**config.mk**
```make
export PLATFORM = sky130hd
export DESIGN_NAME = core_ext_intc
export DESIGN_NICKNAME = d
export VERILOG_FILES = /design/src/verilog/intc_pkg.sv /design/src/verilog/prio_mem_if.sv /design/src/verilog/core_ext_intc.sv /design/src/verilog/prio_mem.sv
export SDC_FILE = /design/constraint.sdc
export NUM_CORES = 2
export LEC_CHECK = 0
export BUFFER_PORTS_ARGS = -buffer_cell sky130_fd_sc_hd__buf_2
export CORE_MARGIN = 2
export CORE_UTILIZATION = 60
export CTS_BUF_LIST = sky130_fd_sc_hd__clkbuf_4 sky130_fd_sc_hd__clkbuf_8 sky130_fd_sc_hd__clkbuf_16
export CTS_CLUSTER_DIAMETER = 100
export DETAILED_ROUTE_END_ITERATION = 10
export PLACE_DENSITY_LB_ADDON = 0.1
export SETUP_SLACK_MARGIN = 0.15
export SKIP_CTS_REPAIR_TIMING = 1
export SYNTH_ARGS = -nofsm -noshare
export SYNTH_HDL_FRONTEND = slang
export SYNTH_SLANG_ARGS = --single-unit
```
**constraint.sdc**
```tcl
create_clock -name sys_clk_i -period 10.6 [get_ports sys_clk_i]
set_input_delay 1.06 -clock sys_clk_i [delete_from_list [all_inputs] [get_ports sys_clk_i]]
set_output_delay 1.06 -clock sys_clk_i [all_outputs]
set_load 0.01 [all_outputs]
```
**src/verilog/intc_pkg.sv**
```systemverilog
// Constants and types of the core interrupt controller
package intc_pkg;
    localparam int NUM_SRC = 255;
    localparam int CFG_GW_NUM = 8;
    localparam int ID_W = 8;
    localparam int PRI_W = 4;
    localparam int ADDR_W = 13;
    localparam int DATA_W = 32;
    localparam int VTBASE_W = 22;
    localparam int RGN_LSB = 10;
    localparam int RGN_MSB = 12;
    localparam int IDX_LSB = 2;
    localparam int IDX_MSB = 9;
    localparam int CFG_REV_BIT = 0;
    localparam int GW_POL_BIT = 0;
    localparam int GW_EDGE_BIT = 1;
    localparam int EN_BIT = 0;
    localparam int PEND_BIT = 0;
    typedef logic [ID_W-1:0] id_t;
    typedef logic [PRI_W-1:0] pri_t;
    typedef logic [2:0] rgn_t;
    localparam pri_t PRI_NONE = 4'h0;
    localparam pri_t PRI_MAX = 4'hF;
    localparam id_t ID_NONE = 8'h00;
    localparam id_t ID_FIRST = 8'h01;
    localparam id_t ID_LAST = 8'hFF;
    localparam id_t CFG_ID_LAST = 8'h08;
    localparam logic [1:0] HPTR_PAD = 2'h0;
    localparam rgn_t RGN_MISC = 3'h0;
    localparam rgn_t RGN_PRI = 3'h1;
    localparam rgn_t RGN_EN = 3'h2;
    localparam rgn_t RGN_GWCTL = 3'h3;
    localparam rgn_t RGN_GWCLR = 3'h4;
    localparam rgn_t RGN_PEND = 3'h5;
    localparam logic [ADDR_W-1:0] OFS_CFG = 13'h000;
    localparam logic [ADDR_W-1:0] OFS_THRESH = 13'h004;
    localparam logic [ADDR_W-1:0] OFS_CURPRI = 13'h008;
    localparam logic [ADDR_W-1:0] OFS_VTBASE = 13'h00C;
    localparam logic [ADDR_W-1:0] OFS_CLAIM = 13'h010;
    localparam logic [ADDR_W-1:0] OFS_HPTR = 13'h014;
    localparam logic [ADDR_W-1:0] OFS_CLAIM_PRI = 13'h018;
    localparam logic [ADDR_W-1:0] OFS_STATUS = 13'h01C;
endpackage

```
**src/verilog/prio_mem_if.sv**
```systemverilog
// Port bundle between the controller and its priority memory
`timescale 1ns/1ps
interface prio_mem_if;
    import intc_pkg::*;
    logic we;
    id_t waddr;
    pri_t wdata;
    id_t raddr_a;
    pri_t rdata_a;
    id_t raddr_b;
    pri_t rdata_b;
    modport ctrl (output we, waddr, wdata, raddr_a, raddr_b, input rdata_a, rdata_b);
    modport mem (input we, waddr, wdata, raddr_a, raddr_b, output rdata_a, rdata_b);
endinterface
```
**src/verilog/core_ext_intc.sv**
```systemverilog
// Core external interrupt controller: gateways, evaluation, registers
// Notes on behaviour
// - Up to 255 sources, ID 1 highest, each with its own enable.
// - Each source has a programmable priority, 1 lowest to 15 highest.
// - A reverse order bit makes software see 14 lowest to 0 highest.
// - A threshold masks notify for every request whose priority is not above it; wake ignores it.
// - Wake-up is raised when the chosen priority equals the top level.
// - Every source passes a gateway giving an active-high level request.
// - At most one outstanding request per source is tracked.
// - Simple gateways only synchronise and keep no state.
// - Configurable gateways select edge or level and polarity.
// - In edge mode a pending latch holds the request as a level.
// - The pending latch stays set until software clears it.
// - No edge detect: an active input keeps setting the latch.
// - Highest priority among pending and enabled wins, ties to lowest ID.
// - Notify only when priority exceeds threshold and running priority.
// - The chosen source ID is readable in a status register.
// - Pipeline stages delay ID, priority and valid flag equally; notify and wake flags one cycle more.
// - Evaluation runs in normal order; registers invert in reverse mode.
// - Priorities written and read are inverted in reverse mode.
// - Wake bit set for top pending priority 15, or 0 when reversed.
// - Handler pointer is table base, claimed ID, then two zero bits.
//
// Strobed register access and the placing of the registers were chosen for this implementation.
`timescale 1ns/1ps
module core_ext_intc (
    input wire logic sys_clk_i,
    input wire logic arst_n_i,
    input wire logic [intc_pkg::NUM_SRC:1] src_req_i,
    input wire logic [intc_pkg::ADDR_W-1:0] addr_i,
    input wire logic [intc_pkg::DATA_W-1:0] wdata_i,
    input wire logic we_i,
    input wire logic re_i,
    output logic [intc_pkg::DATA_W-1:0] rdata_o,
    output logic notify_o,
    output logic wake_o
);
    import intc_pkg::*;

    localparam int LVL_PROBE = CFG_GW_NUM + 1;

    function automatic pri_t order_map(input pri_t p, input logic rev);
        order_map = p ^ {PRI_W{rev}};
    endfunction

    function automatic logic idx_ok(input id_t i);
        idx_ok = (i != ID_NONE);
    endfunction

    prio_mem_if mif ();

    prio_mem prio_mem_i (
        .sys_clk_i(sys_clk_i),
        .mif(mif)
    );

    rgn_t rgn;
    id_t idx;
    logic misc_wr;
    logic gw_wr;
    logic gw_clr;
    assign rgn = addr_i[RGN_MSB:RGN_LSB];
    assign idx = addr_i[IDX_MSB:IDX_LSB];
    assign misc_wr = we_i && rgn == RGN_MISC;
    assign gw_wr = we_i && rgn == RGN_GWCTL && idx_ok(idx) && idx <= CFG_ID_LAST;
    assign gw_clr = we_i && rgn == RGN_GWCLR && idx_ok(idx) && idx <= CFG_ID_LAST;

    logic rev_q;
    pri_t thresh_q;
    pri_t curpri_q;
    logic [VTBASE_W-1:0] vtbase_q;

    // Control registers, priorities kept in normal order inside
    always_ff @(posedge sys_clk_i or negedge arst_n_i)
    begin
        if (!arst_n_i)
        begin
            rev_q <= 1'b0;
            thresh_q <= PRI_NONE;
            curpri_q <= PRI_NONE;
            vtbase_q <= '0;
        end
        else if (misc_wr)
        begin
            case (addr_i)
                OFS_CFG: rev_q <= wdata_i[CFG_REV_BIT];
                OFS_THRESH: thresh_q <= order_map(wdata_i[PRI_W-1:0], rev_q);
                OFS_CURPRI: curpri_q <= order_map(wdata_i[PRI_W-1:0], rev_q);
                OFS_VTBASE: vtbase_q <= wdata_i[DATA_W-1:DATA_W-VTBASE_W];
                default: ;
            endcase
        end
    end

    // Priority writes and reads through the memory, inverted when reversed
    assign mif.we = we_i && rgn == RGN_PRI && idx_ok(idx);
    assign mif.waddr = idx;
    assign mif.wdata = order_map(wdata_i[PRI_W-1:0], rev_q);
    assign mif.raddr_b = idx;

    logic [NUM_SRC:1] en_q;

    always_ff @(posedge sys_clk_i or negedge arst_n_i)
    begin
        if (!arst_n_i)
        begin
            en_q <= '0;
        end
        else if (we_i && rgn == RGN_EN && idx_ok(idx))
        begin
            en_q[idx] <= wdata_i[EN_BIT];
        end
    end

    // Three-stage synchronisers, a change counts once stages two and three agree
    logic [NUM_SRC:1] s1_q;
    logic [NUM_SRC:1] s2_q;
    logic [NUM_SRC:1] s3_q;
    logic [NUM_SRC:1] filt_q;

    always_ff @(posedge sys_clk_i or negedge arst_n_i)
    begin
        if (!arst_n_i)
        begin
            s1_q <= '0;
            s2_q <= '0;
            s3_q <= '0;
            filt_q <= '0;
        end
        else
        begin
            s1_q <= src_req_i;
            s2_q <= s1_q;
            s3_q <= s2_q;
            filt_q <= (s2_q & s3_q) | (filt_q & (s2_q ^ s3_q));
        end
    end

    // Configurable gateways on the low source numbers
    logic [CFG_GW_NUM:1] pol_q;
    logic [CFG_GW_NUM:1] edge_q;
    logic [CFG_GW_NUM:1] pending_latch_q;
    logic [CFG_GW_NUM:1] gw_act;
    logic [NUM_SRC:1] req;

    always_ff @(posedge sys_clk_i or negedge arst_n_i)
    begin
        if (!arst_n_i)
        begin
            pol_q <= '0;
            edge_q <= '0;
        end
        else if (gw_wr)
        begin
            pol_q[idx] <= wdata_i[GW_POL_BIT];
            edge_q[idx] <= wdata_i[GW_EDGE_BIT];
        end
    end

    assign gw_act = filt_q[CFG_GW_NUM:1] ^ pol_q;

    // In edge mode an active input sets the latch, and a set beats a same-cycle clear
    always_ff @(posedge sys_clk_i or negedge arst_n_i)
    begin
        if (!arst_n_i)
        begin
            pending_latch_q <= '0;
        end
        else
        begin
            for (int k = 1; k <= CFG_GW_NUM; k++)
            begin
                if (edge_q[k] && gw_act[k])
                begin
                    pending_latch_q[k] <= 1'b1;
                end
                else if (gw_clr && idx == id_t'(k))
                begin
                    pending_latch_q[k] <= 1'b0;
                end
            end
        end
    end

    // One request bit per source
    assign req[CFG_GW_NUM:1] = (edge_q & pending_latch_q) | (~edge_q & gw_act);
    assign req[NUM_SRC:LVL_PROBE] = filt_q[NUM_SRC:LVL_PROBE];

    // Sequential evaluation, one source per cycle
    id_t scan_idx_q;
    id_t st_id_q;
    logic st_ok_q;
    logic best_v_q;
    pri_t best_pri_q;
    id_t best_id_q;
    logic max_v_q;
    pri_t max_pri_q;
    id_t max_id_q;
    logic take;
    logic nb_v;
    pri_t nb_pri;
    id_t nb_id;

    assign mif.raddr_a = scan_idx_q;

    always_ff @(posedge sys_clk_i or negedge arst_n_i)
    begin
        if (!arst_n_i)
        begin
            scan_idx_q <= ID_FIRST;
            st_id_q <= ID_NONE;
            st_ok_q <= 1'b0;
        end
        else
        begin
            scan_idx_q <= (scan_idx_q == ID_LAST) ? ID_FIRST : scan_idx_q + ID_FIRST;
            st_id_q <= scan_idx_q;
            st_ok_q <= req[scan_idx_q] & en_q[scan_idx_q];
        end
    end

    // Ascending scan: only a strictly higher priority replaces the best
    assign take = st_ok_q && (!best_v_q || mif.rdata_a > best_pri_q);
    assign nb_v = best_v_q || take;
    assign nb_pri = take ? mif.rdata_a : best_pri_q;
    assign nb_id = take ? st_id_q : best_id_q;

    always_ff @(posedge sys_clk_i or negedge arst_n_i)
    begin
        if (!arst_n_i)
        begin
            best_v_q <= 1'b0;
            best_pri_q <= PRI_NONE;
            best_id_q <= ID_NONE;
            max_v_q <= 1'b0;
            max_pri_q <= PRI_NONE;
            max_id_q <= ID_NONE;
        end
        else if (st_id_q == ID_LAST)
        begin
            max_v_q <= nb_v;
            max_pri_q <= nb_pri;
            max_id_q <= nb_id;
            best_v_q <= 1'b0;
            best_pri_q <= PRI_NONE;
            best_id_q <= ID_NONE;
        end
        else if (st_id_q != ID_NONE)
        begin
            best_v_q <= nb_v;
            best_pri_q <= nb_pri;
            best_id_q <= nb_id;
        end
    end

    logic notify_q;
    logic wake_notify_bit_q;
    id_t claim_id_q;
    pri_t claim_pri_q;

    always_ff @(posedge sys_clk_i or negedge arst_n_i)
    begin
        if (!arst_n_i)
        begin
            notify_q <= 1'b0;
            wake_notify_bit_q <= 1'b0;
        end
        else
        begin
            notify_q <= max_v_q && max_pri_q > thresh_q && max_pri_q > curpri_q;
            wake_notify_bit_q <= max_v_q && max_pri_q == PRI_MAX;
        end
    end

    // Claim capture ignores thresholds
    always_ff @(posedge sys_clk_i or negedge arst_n_i)
    begin
        if (!arst_n_i)
        begin
            claim_id_q <= ID_NONE;
            claim_pri_q <= PRI_NONE;
        end
        else if (misc_wr && addr_i == OFS_CLAIM)
        begin
            claim_id_q <= max_id_q;
            claim_pri_q <= max_pri_q;
        end
    end

    assign notify_o = notify_q;
    assign wake_o = wake_notify_bit_q;

    // Read path, data in the cycle after the strobe
    logic [DATA_W-1:0] rd_data_q;
    logic rd_mem_q;

    always_ff @(posedge sys_clk_i or negedge arst_n_i)
    begin
        if (!arst_n_i)
        begin
            rd_data_q <= '0;
            rd_mem_q <= 1'b0;
        end
        else
        begin
            rd_mem_q <= re_i && rgn == RGN_PRI && idx_ok(idx);
            rd_data_q <= '0;
            if (re_i)
            begin
                case (rgn)
                    RGN_MISC:
                    begin
                        case (addr_i)
                            OFS_CFG: rd_data_q <= DATA_W'(rev_q);
                            OFS_THRESH: rd_data_q <= DATA_W'(order_map(thresh_q, rev_q));
                            OFS_CURPRI: rd_data_q <= DATA_W'(order_map(curpri_q, rev_q));
                            OFS_VTBASE: rd_data_q <= {vtbase_q, ID_NONE, HPTR_PAD};
                            OFS_HPTR: rd_data_q <= {vtbase_q, claim_id_q, HPTR_PAD};
                            OFS_CLAIM_PRI: rd_data_q <= DATA_W'(order_map(claim_pri_q, rev_q));
                            OFS_STATUS: rd_data_q <= DATA_W'({max_v_q, wake_notify_bit_q, notify_q,
                                order_map(max_pri_q, rev_q), max_id_q});
                            default: ;
                        endcase
                    end
                    RGN_EN:
                    begin
                        if (idx_ok(idx))
                        begin
                            rd_data_q[EN_BIT] <= en_q[idx];
                        end
                    end
                    RGN_GWCTL:
                    begin
                        if (idx_ok(idx) && idx <= CFG_ID_LAST)
                        begin
                            rd_data_q[GW_POL_BIT] <= pol_q[idx];
                            rd_data_q[GW_EDGE_BIT] <= edge_q[idx];
                        end
                    end
                    RGN_PEND:
                    begin
                        if (idx_ok(idx))
                        begin
                            rd_data_q[PEND_BIT] <= req[idx];
                        end
                    end
                    default: ;
                endcase
            end
        end
    end

    assign rdata_o = rd_mem_q ? DATA_W'(order_map(mif.rdata_b, rev_q)) : rd_data_q;
endmodule

```
**src/verilog/prio_mem.sv**
```systemverilog
// Per-source priority store, one write port, two registered read ports
`timescale 1ns/1ps
module prio_mem (
    input wire logic sys_clk_i,
    prio_mem_if.mem mif
);
    import intc_pkg::*;

    pri_t store [0:NUM_SRC];

    always_ff @(posedge sys_clk_i)
    begin
        if (mif.we)
        begin
            store[mif.waddr] <= mif.wdata;
        end
    end

    always_ff @(posedge sys_clk_i)
    begin
        mif.rdata_a <= store[mif.raddr_a];
        mif.rdata_b <= store[mif.raddr_b];
    end
endmodule

```
==> key figures <==
Critical path
  • CP delay by family, top: multiplexers
  • Critical Path End Type: flop
  • Buffers & Inverters on Critical Path: 2
  • Worst setup SP type: flop
  • Worst Reg-to-Reg Cells: 7
  • Crit-path most repeated cell: mux4_2
  • Max incr delay on CP: 1240 ps
  • CP required: 11320 ps
  • Critical path type: flop to flop
  • CP Max Fanout: 54
  • Cell count along the critical path: 7
  • Critical-path cell with the highest stage delay: dfstp_4
  • CP cell instances: buf_4, buf_4, mux4_2, mux4_2, mux4_2, a21oi_1, o41ai_1
  • Arrival @ worst endpoint: 6020 ps

Logic synthesis
  • Post-synthesis sequential area ratio: 0.6412
  • YS warnings: 0
  • Post-Syn Instances: 6419
  • Async SR Flop Fraction: 0.5791
  • Area of the mapped netlist: 103600 um^2
  • Yosys reg bits: between 2000 and 2500
  • Post-synth EDFFs: approximately 1000
  • Syn Area/Cell: 16.14 um^2
  • Distinct cells, synth: 73
  • Synth Flop Type: dfrtp_1

Timing
  • Final Cycle Share: 0.4998
  • Final setup viols: 0
  • Max_slew headroom: 0.05367
  • Final slew viol count: 0
  • Min Clock Period, post-route: 5298 ps
  • Worst setup margin: 5302 ps
  • Tightest Pin Transition: 1420 ps
  • Sum Neg Setup Slack: 0 ps
  • Highest clock rate: 0.1888 GHz
  • RSZ-0062 raised after global routing: false
  • Setup Skew: 53.94 ps
  • Final hold vios: 0

Pwr
  • Internal power: 15.99 mW
  • Leak: 46.58 nW
  • Peak VDD IR: 0.0001924 V
  • Comb pwr share: 0.052
  • Sw Pwr: 4.631 mW
  • Sw Ratio: 0.2246
  • Part of the power in registers: 0.505
  • Clock power share: 0.443
  • PD cells: 177.4 nW/um^2

Route
  • Vias after detailed routing: 62380
  • Initial DRC Count: ~8600
  • ANT nets after route: 0
  • Drt first pass iters: 8
  • Via-per-instance ratio: 6.765
  • DRT Wirelength: approximately 290000 um
  • Drt drc: 0
  • WL per Instance: 31.18 um

Floorplan
  • I/O pin count: approximately 340
  • Die Height: around 420 um
  • Core ar.: 171500 um^2
  • Die area: 176100 um^2
  • Cell Rows: 152
  • Die Wd: 419.6 um
  • Initial Util: 0.6041

CTS
  • H-tree lvl count: 4
  • Clock Path Buffers: 3
  • Clock sinks: 2452
  • CTS buffer count: 236
  • CTS root buffer: clkbuf_16
  • Clock slew at reported path FFs: 60 ps
  • Worst skew pair latency: 950 ps
  • CTS tree: built

Run status
  • Status: completed

Layout
  • FILL cells: 11590
  • Layout cells sized above 1: 0.2659
  • Register area: 66460 um^2
  • Fin area: 116200 um^2
  • Final nets: 7264
  • Final non-filler cell total: 9220
  • Multi-input logic area: 35290 um^2
  • Area growth syn-to-layout: 12.13%

Placement
  • # port buffers: roughly 330
  • DP Worst Slack: between 5000 and 6000 ps
  • DP Cell Count: ~8800
  • Post-DP HPWL: 178900 um
  • Placed cell areas: 107500 um^2
  • GPL Wtd Cong: 0.9216

GRT
  • Antenna violations before repair: 20
  • First-pass GRT wire length: 423000 um
  • Largest net degree at the start of global routing: 257
  • Vias in the first global route: 62670
  • Gr ovfl total: 0
  • Gr usage total: 0.3340

Job
  • Max Cap Viol: 0

Min path
  • Worst min-delay path class: input pin to asynchronous set/reset pin
[logic make-up after synthesis]
kind of cell,Yosys count,share of synthesized area
XOR/XNOR,29,0.002451
buffers and inverters,449,0.02120
AND/OR/NAND/NOR,1399,0.05891
multiplexers,985,0.1923
AO/OA/AOI/OAI,836,0.05155
flip-flops,2452,0.6412
other,1,0.00003619
adder cells (fa/ha/maj),268,0.03236
[layout by cell type, fill, tap and decap left out, types with 24 or more instances in the layout]
| master | netlist | routed |
|---|---|---|
| nand2_1 | 492 | 479 |
| buf_2 | 91 | 325 |
| and2_1 | 25 | 24 |
| nor2b_1 | 44 | 41 |
| a21o_1 | 256 | 256 |
| a21oi_1 | 59 | 59 |
| mux2_2 | 110 | 110 |
| ha_1 | 268 | 268 |
| clkbuf_16 | 0 | 239 |
| edfxtp_1 | 1024 | 1024 |
| clkinv_2 | 0 | 44 |
| dfrtp_1 | 1419 | 1415 |
| bufinv_16 | 0 | 36 |
| clkbuf_4 | 0 | 37 |
| clkbuf_8 | 0 | 37 |
| mux4_2 | 794 | 794 |
| o21ai_0 | 336 | 336 |
| mux2i_1 | 81 | 81 |
| nand3_1 | 356 | 352 |
| buf_4 | 70 | 113 |
| nor2_1 | 393 | 390 |
| o22ai_1 | 25 | 25 |
| a22oi_1 | 56 | 56 |
[flip-flops by register name (all words and copies together), names as in the netlist, 8 cells and up]
signal,flops
s1_q,255
vtbase_q,22
mif.raddr_a,8
pol_q,8
st_id_q,8
s2_q,255
edge_q,8
s3_q,255
best_id_q,8
filt_q,255
claim_id_q,8
en_q,255
rd_data_q,32
prio_mem_i.store,1024
max_id_q,8
pending_latch_q,8
[synth_stat cells (10+ instances only)]
cell type | n | share of area
nand2_1 | 492 | 0.018
nor2b_1 | 44 | 0.0027
buf_2 | 91 | 0.0044
mux2_2 | 110 | 0.012
nor4_1 | 10 | 0.00060
a22oi_1 | 56 | 0.0041
edfxtp_1 | 1024 | 0.30
nand2b_1 | 12 | 0.00072
and2_1 | 25 | 0.0015
dfrtp_1 | 1419 | 0.34
nor3_1 | 25 | 0.0012
buf_1 | 30 | 0.0011
o22ai_1 | 25 | 0.0015
o221ai_1 | 16 | 0.0014
a22o_1 | 16 | 0.0014
ha_1 | 268 | 0.032
nand3_1 | 356 | 0.017
xnor2_1 | 11 | 0.00093
mux4_2 | 794 | 0.17
a21o_1 | 256 | 0.019
o21ai_0 | 336 | 0.016
xor2_1 | 18 | 0.0015
a21oi_1 | 59 | 0.0028
mux2i_1 | 81 | 0.0078
nor2_1 | 393 | 0.014
clkbuf_1 | 216 | 0.0078
inv_1 | 20 | 0.00072
nand4_1 | 17 | 0.0010
buf_4 | 70 | 0.0051
buf_6 | 18 | 0.0020
[stage by stage]
| stage | hold slack, ps | util | total power, mW |
|---|---|---|---|
| after floorplan | 331.2 | - | 11.09 |
| after global placement | 331.8 | 0.6269 | 11.61 |
| after detailed placement | 334.7 | 0.6269 | 11.65 |
| after CTS | 199.7 | 0.6772 | 20.71 |
| after global routing | 215.5 | 0.6773 | 21.21 |
| final | 172.6 | 0.6774 | 20.62 |
[cell type report]
cell class,count,share of cell area
Sequential cell,2452,0.5720
Clock buffer,313,0.05824
Timing Repair Buffer,457,0.02426
Antenna cell,12,0.0002584
Multi-Input combinational cell,3521,0.3037
Clock inverter,131,0.01595
Tap cell,2310,0.02487
Inverter,24,0.0007753
[routing by layer]
| layer | track usage | part of all wire |
|---|---|---|
| met5 | 0 | 0.00029 |
| met4 | 0.1355 | 0.044 |
| met3 | 0.09715 | 0.12 |
| met2 | 0.5020 | 0.46 |
| met1 | 0.4656 | 0.37 |
[path summary, 6_finish.rpt]
path / startpoint / endpoint / slack, ps
hold / removal: arst_n_i / s2_q[1]$_DFF_PN0_ / 170
max in group asynchronous: arst_n_i / filt_q[17]$_DFF_PN0_ / 7860
min in group sys_clk_i: src_req_i[193] / s1_q[193]$_DFF_PN0_ / 250
setup / recovery: mif.raddr_a[0]$_DFF_PN1_ / prio_mem_i.mif.rdata_a[0]$_DFF_P_ / 5300
setup reg to reg: mif.raddr_a[0]$_DFF_PN1_ / prio_mem_i.mif.rdata_a[0]$_DFF_P_ / 5300
hold reg to reg: s1_q[25]$_DFF_PN0_ / s2_q[25]$_DFF_PN0_ / 340
[power groups by stage]
stage          logic (mW)  clock network, mW  registers [mW]
3_5_place_dp         1.05                  0            10.6
6_report             1.07               9.13            10.4
5_1_grt              1.15               9.62            10.4
2_1_floorplan       0.598                  0            10.5
4_1_cts              1.07               9.22            10.4
3_3_place_gp         1.03                  0            10.6
Power figures use the tool's default switching activity.
